`src/core/tcpwm_pkg.sv`:
```
// Package with the register map, field layout and reset values of the timer/counter/PWM block
package tcpwm_pkg;

  // ----------------------------------------------------------------
  // Widths
  // ----------------------------------------------------------------
  localparam int CNT_W = 16;
  localparam int ADDR_W = 8;
  localparam int EVT_W = 3;

  // ----------------------------------------------------------------
  // Register byte offsets
  // ----------------------------------------------------------------
  localparam logic [7:0] OFS_CTRL = 8'h00;
  localparam logic [7:0] OFS_PERIOD = 8'h04;
  localparam logic [7:0] OFS_COMPARE = 8'h08;
  localparam logic [7:0] OFS_COUNT = 8'h0C;
  localparam logic [7:0] OFS_CAPTURE = 8'h10;
  localparam logic [7:0] OFS_DEADBAND = 8'h14;
  localparam logic [7:0] OFS_PRESCALE = 8'h18;
  localparam logic [7:0] OFS_STATUS = 8'h1C;
  localparam logic [7:0] OFS_MASK = 8'h20;

  // ----------------------------------------------------------------
  // Reset values
  // ----------------------------------------------------------------
  localparam logic [31:0] RST_CTRL = 32'h0000_0000;
  localparam logic [15:0] RST_PERIOD = 16'hFFFF;
  localparam logic [15:0] RST_COMPARE = 16'h8000;
  localparam logic [15:0] RST_PRESCALE = 16'h0000;
  localparam logic [7:0] RST_DEADBAND = 8'h00;

  // ----------------------------------------------------------------
  // Event bit positions in status and mask
  // ----------------------------------------------------------------
  localparam int EVT_TC = 0;
  localparam int EVT_CMP = 1;
  localparam int EVT_CAP = 2;
  localparam int STAT_RUN = 3;

  // ----------------------------------------------------------------
  // Modes and control layout
  // ----------------------------------------------------------------
  typedef enum logic [1:0] {RUN_FREE = 2'b00, RUN_ONESHOT = 2'b01, RUN_GATED = 2'b10} run_mode_t;
  typedef enum logic [1:0] {CLK_MCLK = 2'b00, CLK_PRESCALE = 2'b01, CLK_EXT = 2'b10} clk_src_t;
  typedef enum logic [2:0] {
    cmp_less = 3'b000,
    cmp_less_or_equal = 3'b001,
    cmp_equal = 3'b010,
    cmp_greater_or_equal = 3'b011,
    cmp_greater = 3'b100
  } cmp_rel_t;

  typedef struct packed {
    logic [22:0] rsvd;
    logic tc_as_cmp_n;
    logic [2:0] cmp_rel;
    logic [1:0] clk_src;
    logic [1:0] run_mode;
    logic start;
  } ctrl_t;

  // Routed inputs after synchronisation
  typedef struct packed {
    logic ext_clk;
    logic kill;
    logic enable;
    logic restart;
    logic capture;
  } route_in_t;

endpackage

```
`src/core/sync2.sv`:
```
// Two-flop synchroniser for signals arriving from the routing fabric
`timescale 1ns/1ps
module sync2 #(
  parameter int W = 1
) (
  // Clock, reset, freeze
  input wire logic mclk,
  input wire logic reset,
  input wire logic ce,
  // Data
  input wire logic [W-1:0] d,
  output logic [W-1:0] q
);

  logic [W-1:0] meta_r;

  always_ff @(posedge mclk) begin
    if (reset) begin
      meta_r <= '0;
      q <= '0;
    end else if (ce) begin
      meta_r <= d;
      q <= meta_r;
    end
  end

endmodule

```
`src/core/deadband_gen.sv`:
```
// Complementary output pair with programmable dead time and kill
`timescale 1ns/1ps
module deadband_gen #(
  parameter int DB_W = 8
) (
  // Clock, reset, freeze
  input wire logic mclk,
  input wire logic reset,
  input wire logic ce,
  // Control
  input wire logic raw,
  input wire logic kill,
  input wire logic [DB_W-1:0] dead,
  // Pair
  output logic out_p,
  output logic out_n
);

  logic tgt_r;
  logic [DB_W-1:0] cnt_r;

  // A change of the raw level always leaves at least one cycle with both low
  always_ff @(posedge mclk) begin
    if (reset) begin
      tgt_r <= 1'b0;
      cnt_r <= '0;
      out_p <= 1'b0;
      out_n <= 1'b0;
    end else if (ce) begin
      if (raw != tgt_r) begin
        tgt_r <= raw;
        cnt_r <= dead;
        out_p <= 1'b0; // RULE_10
        out_n <= 1'b0;
      end else if (cnt_r != '0) begin
        cnt_r <= cnt_r - 1'b1;
      end else begin
        out_p <= tgt_r & ~kill; // RULE_11
        out_n <= ~tgt_r & ~kill;
      end
      if (kill) begin
        out_p <= 1'b0;
        out_n <= 1'b0;
      end
    end
  end

endmodule

```
`src/core/timer_counter_pwm16.sv`:
```
// Timer/counter/PWM: 16-bit down counter, comparator, capture, deadband pair and APB registers
// Overview of operation
// RULE_01 - The 16-bit counter only ever counts down on the selected clock.
// RULE_02 - Software picks the counting clock: system clock, prescaled clock or external clock.
// RULE_03 - Comparator relation selectable: less, less-equal, equal, greater-equal, greater.
// RULE_04 - Period is loaded on start, on restart input and at terminal count.
// RULE_05 - Terminal count, compare-true and capture each can raise the interrupt.
// RULE_06 - A capture input edge stores the whole 16-bit count for software.
// RULE_07 - Run modes: free running, single shot, or gated by the enable input.
// RULE_08 - Gated mode counts only while enable is held; partner holds it asserted.
// RULE_09 - Single shot stops after one period instead of reloading.
// RULE_10 - Complementary compare pair separated by programmable dead time, never both high.
// RULE_11 - Kill input forces the comparator-driven outputs inactive while asserted.
// RULE_12 - Outputs: compare, terminal count or complementary compare, interrupt request.
// RULE_13 - Restart input reloads the count; capture input latches it.
// RULE_14 - Terminal count pulses one counter clock at zero (code pulses tc_r one mclk cycle on any clock source); count readable while running.
// RULE_15 - Restart, capture, enable and kill are synchronised before use.
//
// Added by the designer: the register addresses and the APB interface to the registers.
`timescale 1ns/1ps
module timer_counter_pwm16 #(
  parameter int DB_W = 8
) (
  // Clock, reset, freeze
  input wire logic mclk,
  input wire logic reset,
  input wire logic ce,
  // APB slave
  input wire logic psel,
  input wire logic penable,
  input wire logic pwrite,
  input wire logic [tcpwm_pkg::ADDR_W-1:0] paddr,
  input wire logic [31:0] pwdata,
  output logic [31:0] prdata,
  output logic pready,
  output logic pslverr,
  // Routed inputs
  input wire logic cap_in,
  input wire logic restart_in,
  input wire logic enable_in,
  input wire logic kill_in,
  input wire logic ext_clk_in,
  // Routed outputs
  output logic cmp_out,
  output logic tc_out,
  output logic irq
);

  // ----------------------------------------------------------------
  // Registers
  // ----------------------------------------------------------------
  tcpwm_pkg::ctrl_t ctrl_r;
  logic [15:0] period_r;
  logic [15:0] compare_r;
  logic [15:0] prescale_r;
  logic [DB_W-1:0] deadband_r;
  logic [tcpwm_pkg::EVT_W-1:0] status_r;
  logic [tcpwm_pkg::EVT_W-1:0] mask_r;
  logic [tcpwm_pkg::CNT_W-1:0] count_r;
  logic [tcpwm_pkg::CNT_W-1:0] capture_r;
  logic [15:0] presc_cnt_r;
  logic running_r;
  logic start_d_r;
  logic cap_d_r;
  logic ext_d_r;
  logic cmp_d_r;
  logic tc_r;

  // ----------------------------------------------------------------
  // Input synchronisation
  // ----------------------------------------------------------------
  tcpwm_pkg::route_in_t rin;

  sync2 #(.W(5)) u_sync (
    .mclk(mclk),
    .reset(reset),
    .ce(ce),
    .d({ext_clk_in, kill_in, enable_in, restart_in, cap_in}), // RULE_15
    .q(rin)
  );

  // ----------------------------------------------------------------
  // Bus decode
  // ----------------------------------------------------------------
  logic wr_en;
  logic rd_en;
  logic mapped;

  assign wr_en = psel & penable & pwrite & ~pready;
  assign rd_en = psel & penable & ~pwrite & ~pready;

  always_comb begin
    case (paddr)
      tcpwm_pkg::OFS_CTRL,
      tcpwm_pkg::OFS_PERIOD,
      tcpwm_pkg::OFS_COMPARE,
      tcpwm_pkg::OFS_COUNT,
      tcpwm_pkg::OFS_CAPTURE,
      tcpwm_pkg::OFS_DEADBAND,
      tcpwm_pkg::OFS_PRESCALE,
      tcpwm_pkg::OFS_STATUS,
      tcpwm_pkg::OFS_MASK: mapped = 1'b1;
      default: mapped = 1'b0;
    endcase
  end

  // ----------------------------------------------------------------
  // Count clock selection and sequencing
  // ----------------------------------------------------------------
  logic tick;
  logic presc_tick;
  logic start_evt;
  logic load_now;
  logic advance;
  logic tc_evt;
  logic cap_evt;
  logic cmp_raw;
  logic cmp_evt;
  logic oneshot;

  // Lowering the prescale below the running count must not cost a full 16-bit wrap
  assign presc_tick = (presc_cnt_r >= prescale_r);
  assign oneshot = (ctrl_r.run_mode == tcpwm_pkg::RUN_ONESHOT);

  always_comb begin
    case (tcpwm_pkg::clk_src_t'(ctrl_r.clk_src))
      tcpwm_pkg::CLK_MCLK: tick = 1'b1; // RULE_02
      tcpwm_pkg::CLK_PRESCALE: tick = presc_tick;
      tcpwm_pkg::CLK_EXT: tick = rin.ext_clk & ~ext_d_r;
      default: tick = 1'b0;
    endcase
  end

  assign start_evt = ctrl_r.start & ~start_d_r;
  assign load_now = start_evt | (rin.restart & ctrl_r.start); // RULE_04 RULE_13
  // Gated mode counts only while the synchronised enable is high
  assign advance = running_r & tick & ~load_now &
                   ((ctrl_r.run_mode != tcpwm_pkg::RUN_GATED) | rin.enable); // RULE_07 RULE_08
  assign tc_evt = advance & (count_r == '0); // RULE_14
  assign cap_evt = rin.capture & ~cap_d_r; // RULE_06
  assign cmp_evt = cmp_raw & ~cmp_d_r;

  always_ff @(posedge mclk) begin
    if (reset) begin
      presc_cnt_r <= '0;
    end else if (ce) begin
      presc_cnt_r <= presc_tick ? 16'h0000 : presc_cnt_r + 16'h0001;
    end
  end

  always_ff @(posedge mclk) begin
    if (reset) begin
      start_d_r <= 1'b0;
      cap_d_r <= 1'b0;
      ext_d_r <= 1'b0;
      cmp_d_r <= 1'b0;
    end else if (ce) begin
      start_d_r <= ctrl_r.start;
      cap_d_r <= rin.capture;
      ext_d_r <= rin.ext_clk;
      cmp_d_r <= cmp_raw;
    end
  end

  // Clearing the start bit stops the counter; single shot stops itself at zero
  always_ff @(posedge mclk) begin
    if (reset) begin
      running_r <= 1'b0;
    end else if (ce) begin
      if (!ctrl_r.start) begin
        running_r <= 1'b0;
      end else if (load_now) begin
        running_r <= 1'b1;
      end else if (tc_evt && oneshot) begin
        running_r <= 1'b0; // RULE_09
      end
    end
  end

  always_ff @(posedge mclk) begin
    if (reset) begin
      count_r <= tcpwm_pkg::RST_PERIOD;
    end else if (ce) begin
      if (load_now) begin
        count_r <= period_r; // RULE_04
      end else if (advance) begin
        if (count_r == '0) begin
          count_r <= oneshot ? count_r : period_r; // RULE_04 RULE_09
        end else begin
          count_r <= count_r - 1'b1; // RULE_01
        end
      end
    end
  end

  always_ff @(posedge mclk) begin
    if (reset) begin
      capture_r <= '0;
      tc_r <= 1'b0;
    end else if (ce) begin
      if (cap_evt) begin
        capture_r <= count_r; // RULE_06
      end
      tc_r <= tc_evt; // RULE_14
    end
  end

  // ----------------------------------------------------------------
  // Comparator and output pair
  // ----------------------------------------------------------------
  always_comb begin
    case (tcpwm_pkg::cmp_rel_t'(ctrl_r.cmp_rel))
      tcpwm_pkg::cmp_less: cmp_raw = count_r < compare_r; // RULE_03
      tcpwm_pkg::cmp_less_or_equal: cmp_raw = count_r <= compare_r;
      tcpwm_pkg::cmp_equal: cmp_raw = count_r == compare_r;
      tcpwm_pkg::cmp_greater_or_equal: cmp_raw = count_r >= compare_r;
      tcpwm_pkg::cmp_greater: cmp_raw = count_r > compare_r;
      default: cmp_raw = 1'b0;
    endcase
  end

  logic db_p;
  logic db_n;

  deadband_gen #(.DB_W(DB_W)) u_db (
    .mclk(mclk),
    .reset(reset),
    .ce(ce),
    .raw(cmp_raw),
    .kill(rin.kill),
    .dead(deadband_r),
    .out_p(db_p),
    .out_n(db_n)
  );

  always_ff @(posedge mclk) begin
    if (reset) begin
      cmp_out <= 1'b0;
      tc_out <= 1'b0;
    end else if (ce) begin
      cmp_out <= db_p; // RULE_12
      tc_out <= ctrl_r.tc_as_cmp_n ? db_n : tc_r; // RULE_12
    end
  end

  // ----------------------------------------------------------------
  // Software registers, status and interrupt
  // ----------------------------------------------------------------
  logic [tcpwm_pkg::EVT_W-1:0] events;
  logic [tcpwm_pkg::EVT_W-1:0] w1c;

  assign events = {cap_evt, cmp_evt, tc_evt}; // RULE_05
  assign w1c = (wr_en && paddr == tcpwm_pkg::OFS_STATUS) ? pwdata[tcpwm_pkg::EVT_W-1:0] : '0;

  always_ff @(posedge mclk) begin
    if (reset) begin
      ctrl_r <= tcpwm_pkg::RST_CTRL;
      period_r <= tcpwm_pkg::RST_PERIOD;
      compare_r <= tcpwm_pkg::RST_COMPARE;
      prescale_r <= tcpwm_pkg::RST_PRESCALE;
      deadband_r <= DB_W'(tcpwm_pkg::RST_DEADBAND);
      mask_r <= '0;
    end else if (ce && wr_en) begin
      case (paddr)
        tcpwm_pkg::OFS_CTRL: ctrl_r <= {23'h000000, pwdata[8:0]};
        tcpwm_pkg::OFS_PERIOD: period_r <= pwdata[15:0];
        tcpwm_pkg::OFS_COMPARE: compare_r <= pwdata[15:0];
        tcpwm_pkg::OFS_PRESCALE: prescale_r <= pwdata[15:0];
        tcpwm_pkg::OFS_DEADBAND: deadband_r <= pwdata[DB_W-1:0];
        tcpwm_pkg::OFS_MASK: mask_r <= pwdata[tcpwm_pkg::EVT_W-1:0];
        default: ctrl_r <= ctrl_r;
      endcase
    end
  end

  // A new event in the clearing cycle stays set
  always_ff @(posedge mclk) begin
    if (reset) begin
      status_r <= '0;
      irq <= 1'b0;
    end else if (ce) begin
      status_r <= (status_r & ~w1c) | events; // RULE_05
      irq <= |(status_r & mask_r); // RULE_12
    end
  end

  always_ff @(posedge mclk) begin
    if (reset) begin
      pready <= 1'b0;
      pslverr <= 1'b0;
      prdata <= 32'h0000_0000;
    end else if (ce) begin
      pready <= psel & penable & ~pready;
      pslverr <= psel & penable & ~pready & ~mapped;
      prdata <= 32'h0000_0000;
      if (rd_en) begin
        case (paddr)
          tcpwm_pkg::OFS_CTRL: prdata <= ctrl_r;
          tcpwm_pkg::OFS_PERIOD: prdata <= {16'h0000, period_r};
          tcpwm_pkg::OFS_COMPARE: prdata <= {16'h0000, compare_r};
          tcpwm_pkg::OFS_COUNT: prdata <= {16'h0000, count_r}; // RULE_14
          tcpwm_pkg::OFS_CAPTURE: prdata <= {16'h0000, capture_r};
          tcpwm_pkg::OFS_DEADBAND: prdata <= 32'(deadband_r);
          tcpwm_pkg::OFS_PRESCALE: prdata <= {16'h0000, prescale_r};
          tcpwm_pkg::OFS_STATUS: prdata <= {28'h0000000, running_r, status_r};
          tcpwm_pkg::OFS_MASK: prdata <= {29'h00000000, mask_r};
          default: prdata <= 32'h0000_0000;
        endcase
      end
    end
  end

  // ----------------------------------------------------------------
  // Assertions
  // ----------------------------------------------------------------
  a_count_down: assert property (@(posedge mclk) disable iff (reset) // RULE_01
    ce && advance && count_r != '0 |=> count_r == $past(count_r) - 16'h0001)
    else $error("counter did not step down by one");

  a_tc_reload: assert property (@(posedge mclk) disable iff (reset) // RULE_04
    ce && tc_evt && !oneshot |=> count_r == $past(period_r) && tc_r)
    else $error("terminal count did not reload period");

  a_start_load: assert property (@(posedge mclk) disable iff (reset) // RULE_04
    ce && start_evt |=> count_r == $past(period_r) && running_r)
    else $error("start did not load period");

  a_oneshot_stop: assert property (@(posedge mclk) disable iff (reset) // RULE_09
    ce && tc_evt && oneshot && !load_now |=> !running_r && count_r == 16'h0000)
    else $error("single shot kept running");

  a_gate_hold: assert property (@(posedge mclk) disable iff (reset) // RULE_08
    ce && ctrl_r.run_mode == tcpwm_pkg::RUN_GATED && !rin.enable && !load_now
    |=> count_r == $past(count_r))
    else $error("gated counter moved without enable");

  a_capture_store: assert property (@(posedge mclk) disable iff (reset) // RULE_06
    ce && cap_evt |=> capture_r == $past(count_r) && status_r[tcpwm_pkg::EVT_CAP])
    else $error("capture value or flag wrong");

  a_pair_exclusive: assert property (@(posedge mclk) disable iff (reset) // RULE_10
    ctrl_r.tc_as_cmp_n && $past(ctrl_r.tc_as_cmp_n) |-> !(cmp_out && tc_out))
    else $error("both pair outputs active");

  a_kill_force: assert property (@(posedge mclk) disable iff (reset) // RULE_11
    ce && rin.kill ##1 ce |-> ##1 !cmp_out)
    else $error("kill did not force compare output low");

  a_irq_level: assert property (@(posedge mclk) disable iff (reset) // RULE_05
    ce && (status_r & mask_r) != '0 |=> irq)
    else $error("unmasked event did not raise interrupt");

  a_tc_pulse: assert property (@(posedge mclk) disable iff (reset) // RULE_14
    tc_r && ce |=> !tc_r || $past(tc_evt))
    else $error("terminal count held without a new event");

  c_reload: cover property (@(posedge mclk) disable iff (reset) ce && tc_evt && !oneshot);
  c_oneshot_end: cover property (@(posedge mclk) disable iff (reset) ce && tc_evt && oneshot);
  c_capture: cover property (@(posedge mclk) disable iff (reset) ce && cap_evt);
  c_kill_pair: cover property (@(posedge mclk) disable iff (reset) rin.kill && cmp_raw);

endmodule

```
`config.mk`:
```
export PLATFORM = sky130hd
export DESIGN_NAME = timer_counter_pwm16
export DESIGN_NICKNAME = d
export VERILOG_FILES = /design/src/core/tcpwm_pkg.sv /design/src/core/sync2.sv /design/src/core/deadband_gen.sv /design/src/core/timer_counter_pwm16.sv
export SDC_FILE = /design/constraint.sdc
export NUM_CORES = 1
export LEC_CHECK = 0
export BUFFER_PORTS_ARGS = -buffer_cell sky130_fd_sc_hd__buf_2
export CAP_MARGIN = 30
export CORE_UTILIZATION = 59
export DETAILED_ROUTE_END_ITERATION = 7
export PLACE_DENSITY = 0.8
export SLEW_MARGIN = 20
export SYNTH_ARGS = -nofsm -noshare
export SYNTH_HDL_FRONTEND = slang
export SYNTH_SLANG_ARGS = --single-unit
```
`constraint.sdc`:
```
create_clock -name mclk -period 3.71 [get_ports mclk]
set_input_delay 0.1855 -clock mclk [delete_from_list [all_inputs] [get_ports mclk]]
set_output_delay 0.1855 -clock mclk [all_outputs]
set_load 0.01 [all_outputs]
```
---- After elaboration in Yosys (flattened, before gate mapping) ----
Index checks and enable logic that the tools add are counted.
word-level totals
  input bits .............................. 51
  register bits ........................... 183
cells by class
  bitwise operators ....................... 34
  add/subtract/negate cells ............... 3
  multiplexer cells ....................... 23
  order comparisons ....................... 5
  reduce and logical (&&, ||, !) cells .... 24
  equality and inequality tests ........... 21
operators by type and width
  cell                     number
  $pmux W16 S9             1
  $mux W16                 6
  $eq A8 B5 Y1 const B     4
  $ge A16 B16 Y1           2
  $reduce_and A2 Y1        11
  $and A1 B1 Y1            18
  $add A16 B1 Y16 const B  1
  $eq A16 B16 Y1           1
  $eq A8 B4 Y1 const B     2
  $gt A16 B16 Y1           1
  $le A16 B16 Y1           1
  $logic_not A16 Y1        1
  $lt A16 B16 Y1           1
  $mux W8                  2
  $sub A16 B1 Y16 const B  1
  $mux W1                  11
  $not A1 Y1               10
  $reduce_or A9 Y1         1
  $eq A8 B3 Y1 const B     1
  $eq A8 B6 Y1 const B     1
  $logic_not A8 Y1         1
  $reduce_bool A8 Y1       1
  $sub A8 B1 Y8 const B    1
  $and A3 B3 Y3            2
  other kinds (22)         28

---- Depth between registers and ports, before layout ----
  depth after elaboration ................. 11
  depth in mapped cells ................... 13
  depth with buffers taken out ............ 11

---- Modules after synthesis ----
From an unflattened synthesis, not the netlist that was laid out.
second synthesis, totals
  cells, all modules ...................... 1,104
  area, all modules ....................... 8,740.9 um^2
modules (own cells, without submodules)
  module               area an instance (um^2)  cells each  seq. area each (um^2)  instances
  timer_counter_pwm16  7,694.9                  987         2,922.8                1
  deadband_gen         693.2                    85          220.2                  1
  sync2                352.8                    32          200.2                  1

---- Least setup slack after synthesis ----
No wires, ideal clock.
  kind .................................... register to register
  start point ............................. reg compare_r[13]
  end point ............................... reg u_db.cnt_r[3]
  arrival time ............................ 2.977 ns
  required time ........................... 3.581 ns
  path slack .............................. 0.605 ns
  clock period less this slack ............ 3.105 ns
  cell stages (with the launch flop) ...... 14
  cell sequence ........................... dfxtp_1 > inv_1 > ha_1 > a21o_1 > a21o_1 > a221o_1 > or3_4 > and4_4 > or3_1 > buf_6 > xnor2_4 > buf_6 > mux2i_1 > o22ai_1
between the ends
  longest elaborated chain between the ends .. 5
  elaborated cells between the ends (all ways) .. 10
  those cells by class .................... order compare: 4; eq/ne: 2; mux: 2; reduce/logical: 2
RTL lines
  what                                          RTL line                    source
  from (decl)                                   timer_counter_pwm16.sv:54   logic [15:0] compare_r;
  from (signal assigned)                        timer_counter_pwm16.sv:259  compare_r <= tcpwm_pkg::RST_COMPARE;
  from (signal assigned)                        timer_counter_pwm16.sv:267  tcpwm_pkg::OFS_COMPARE: compare_r <= pwdata[15:0];
  $gt A16 B16 Y1, or another cell as far along  timer_counter_pwm16.sv:217  tcpwm_pkg::cmp_greater: cmp_raw = count_r > compare_r;
  $pmux W1 S5 *                                 timer_counter_pwm16.sv:212  case (tcpwm_pkg::cmp_rel_t'(ctrl_r.cmp_rel))
  $ne A1 B1 Y1 *                                deadband_gen.sv:30          if (raw != tgt_r) begin
  $reduce_bool A2 Y1 (no source line)           n/a
  $reduce_and A2 Y1 (no source line)            n/a
  to (signal assigned)                          deadband_gen.sv:36          cnt_r <= cnt_r - 1'b1;
  to (decl)                                     deadband_gen.sv:20          logic [DB_W-1:0] cnt_r;
Every way passes the cells marked *; elsewhere a longest branch is shown, timed or not.
A chain may end at the register's enable or synchronous reset.

---- Final worst setup path ----
  start point ............................. reg compare_r[13]
  end point ............................... reg u_db.cnt_r[0]
Same word-level chain as after synthesis.

==> impl_metrics.json <==
{
  "dp_hpwl_um": 16530,
  "clock_skew_ns": 0.005491,
  "wl_per_cell_um": 18.31,
  "yosys-top-cells-count": "195 x nand2_1, 167 x dfxtp_1, 127 x a21oi_1",
  "path_class": "reg2reg",
  "async_flop_share": 0,
  "yosysUniqueCellTypes": 60,
  "area_delta_synth_final_pct": 14.08,
  "fmax_mhz": 290.3,
  "report.final.slew_viol_count": 0,
  "grt_start_max_net_pins": 79,
  "synth_cells": 1074,
  "seqPwrFrac": 0.427,
  "ir_drop_v": 0.0003578,
  "viasPerCell": 6.311,
  "cts_resized": 0,
  "hold_path_class": "in2reg",
  "synth_seq_cells": 167,
  "drt_wl_total_um": 24230,
  "rows": 43,
  "io_buffers": 55,
  "vias": 8350,
  "final_antenna_net_count": 0,
  "cp_data_required_time_ns": 4.01,
  "final_area_mm2": 0.009580,
  "diodes": 0,
  "p_per_area_mw_per_mm2": 467.0,
  "clk_pin_slew_ns": 0.07,
  "grt_setup_unrepaired": "false",
  "drive_gt1_frac": 0.1260,
  "cp.arrival_ns": 3.75,
  "cts.sinks": 167,
  "dieArea_mm2": 0.01471,
  "syn_avg_cell_area_um2": 7.819,
  "ys.flop_type": "dfxtp_1",
  "antenna_found_initial": 0,
  "firstDrtPassIters": 8,
  "cp-start-kind": "register",
  "maxCapViolCount": 0,
  "yosys-top-cells-area": "dfxtp_1 40%, nand2_1 8.7%, a21oi_1 7.6%",
  "placed_cell_area_mm2": 0.008897,
  "track_usage": 0.3332,
  "hold_violations": 0,
  "outcome": "finished, final reports clean",
  "clk_path_buf_depth": 2,
  "switchingPower_mw": 1.247,
  "p_comb_frac": 0.155,
  "synth_edf_count": 0,
  "postCtsSetupRepairBufs": 0,
  "synth_top_area_frac": 0.3981,
  "path_max_fanout": 14,
  "ys_seq_area_frac": 0.3981,
  "routabilityCongestion": 1.040,
  "grt_first_pass_wirelength_um": 37850,
  "swShare": 0.2787,
  "synth.most_common_cell": "nand2_1",
  "ys_warn_count": 0,
  "fp.dieW_um": 121.3,
  "cts.root.buffer_cell": "clkbuf_16",
  "holdWs_ns": 0.02694,
  "route.detailed.drc": 0,
  "start_util": 0.6050,
  "setup_viol": 0,
  "syn-cell-area_mm2": 0.008398,
  "grt_pass1_vias": 7459,
  "tns_ns": 0,
  "ioPinCount": 88,
  "clk_latency_ns": 0.43,
  "cts_buffers": 17,
  "p_int_mw": 3.227,
  "end_kind": "register",
  "timing.final.crit_share": 0.9283,
  "overflow": 0,
  "drt_iter0_markers": 947,
  "coreArea_mm2": 0.01388,
  "finalCriticalPeriod_ns": 3.444,
  "fp.dieH_um": 121.3,
  "nets": 1218,
  "synth_area_leader_cell": "dfxtp_1",
  "worst_pin_slew_ns": 0.9137,
  "cts_tree": "built",
  "p_clk_frac": 0.418,
  "slew_headroom": 0.3902,
  "leakage_nw": 3.545,
  "cts_max_level": 4
}
-- power groups by stage --
stage / clock network, mW / registers [mW] / logic, mW
3_3_place_gp: 0 / 1.94 / 0.656
3_5_place_dp: 0 / 1.95 / 0.674
2_1_floorplan: 0 / 1.93 / 0.526
4_1_cts: 1.88 / 1.91 / 0.685
6_report: 1.87 / 1.91 / 0.692
5_1_grt: 1.95 / 1.92 / 0.760
-- final cells by class --
class | instances | area [µm²]
Multi-Input combinational cell | 794 | 4571
Tap cell | 180 | 225.2
Sequential cell | 167 | 3343
Clock inverter | 13 | 170.2
Clock buffer | 19 | 452.9
Fill cell | 1151 | 4300
Timing Repair Buffer | 100 | 630.6
Inverter | 50 | 187.7
-- flip-flops by register name (all words and copies together) (netlist names), 3 cells and up --
register and count:
status_r 3, compare_r 16, u_sync.meta_r 5, ctrl_r 9, deadband_r 8, u_db.cnt_r 8
prescale_r 16, period_r 16, capture_r 16, count_r 16, u_sync.q 5, prdata 16
presc_cnt_r 16, mask_r 3
-- timing repair --
| item | CTS | global route |
|---|---|---|
| endpoints found under the setup margin | 0 | 0 |
| hold buffers | 6 | 0 |
| endpoints found under the hold margin | 6 | 0 |
-- cell usage in the layout (no fill, tap or decap), types with 4 or more instances in the layout --
cell,n
and3_1,8
clkinvlp_4,5
nor4_1,6
a32oi_1,8
a31oi_1,14
a221oi_1,5
nand3b_1,4
xnor2_1,7
inv_1,50
clkbuf_16,17
o22ai_1,6
a21oi_1,127
nand2_1,195
a21o_1,8
conb_1,16
nor2_1,94
nand2b_1,5
a221o_1,4
o211ai_1,5
nand4_1,14
dlygate4sd3_1,6
mux2i_1,23
nand3_1,56
a222oi_1,15
buf_2,54
a22oi_1,25
xor2_1,8
dfxtp_1,167
a211oi_1,4
o21ai_0,30
nor3_1,15
or3_1,5
ha_1,37
buf_4,40
-- stage by stage --
stage               setup slack [ns]  total power, mW  cells  utilization
global route                  0.1588            4.630   1323       0.6902
CTS                           0.2793            4.471   1323       0.6902
finish                        0.2658            4.474   1323       0.6902
global placement              0.4074            2.600   1285       0.6410
floorplan                     0.6047            2.459   1089            -
detailed placement            0.3027            2.622   1285       0.6410
-- cells by family after synthesis --
| family | after synthesis | share of synthesized area |
|---|---|---|
| AOI/OAI and AO/OA | 275 | 0.2074 |
| xor gates and xnor gates | 16 | 0.01892 |
| adders and majority gates | 37 | 0.05512 |
| buffers and inverters | 128 | 0.06719 |
| DFF | 167 | 0.3981 |
| muxes | 25 | 0.03010 |
| other | 1 | 0.0004465 |
| and+or+nand+nor | 425 | 0.2227 |
-- routing by layer --
layer | routed length (µm) | vias up | global-route usage
met3 | 1810 | 83 | 0.05827
met2 | 11340 | 428 | 0.5419
met5 | 0 | - | 0
met4 | 1115 | 0 | 0.1790
met1 | 9962 | 3945 | 0.4179
li1 | - | 3894 | -
-- worst max-delay path, stage by stage, from the launching register on --
cell and delay, ns:
dfxtp_1 0.35, inv_1 0.05, ha_1 0.30, a21o_1 0.19, a21o_1 0.19, a221o_1 0.33
or3_4 0.37, and4_4 0.20, or3_1 0.56, xnor2_4 0.19, buf_4 0.25, mux2i_1 0.22
o21ai_0 0.09
-- final timing paths --
| check | to | slack [ns] | cells after the start | from |
|---|---|---|---|---|
| setup / recovery | u_db.cnt_r[0]$_SDFFE_PP0P_ | 0.27 | 12 | compare_r[13]$_SDFFE_PP0P_ |
| hold / removal | prescale_r[14]$_SDFFE_PP0P_ | 0.03 | 3 | pwdata[14] |
| setup reg to reg | u_db.cnt_r[0]$_SDFFE_PP0P_ | 0.27 | 12 | compare_r[13]$_SDFFE_PP0P_ |
| hold reg to reg | capture_r[8]$_SDFFE_PP0P_ | 0.46 | 2 | capture_r[8]$_SDFFE_PP0P_ |
Power figures use the tool's default switching activity.
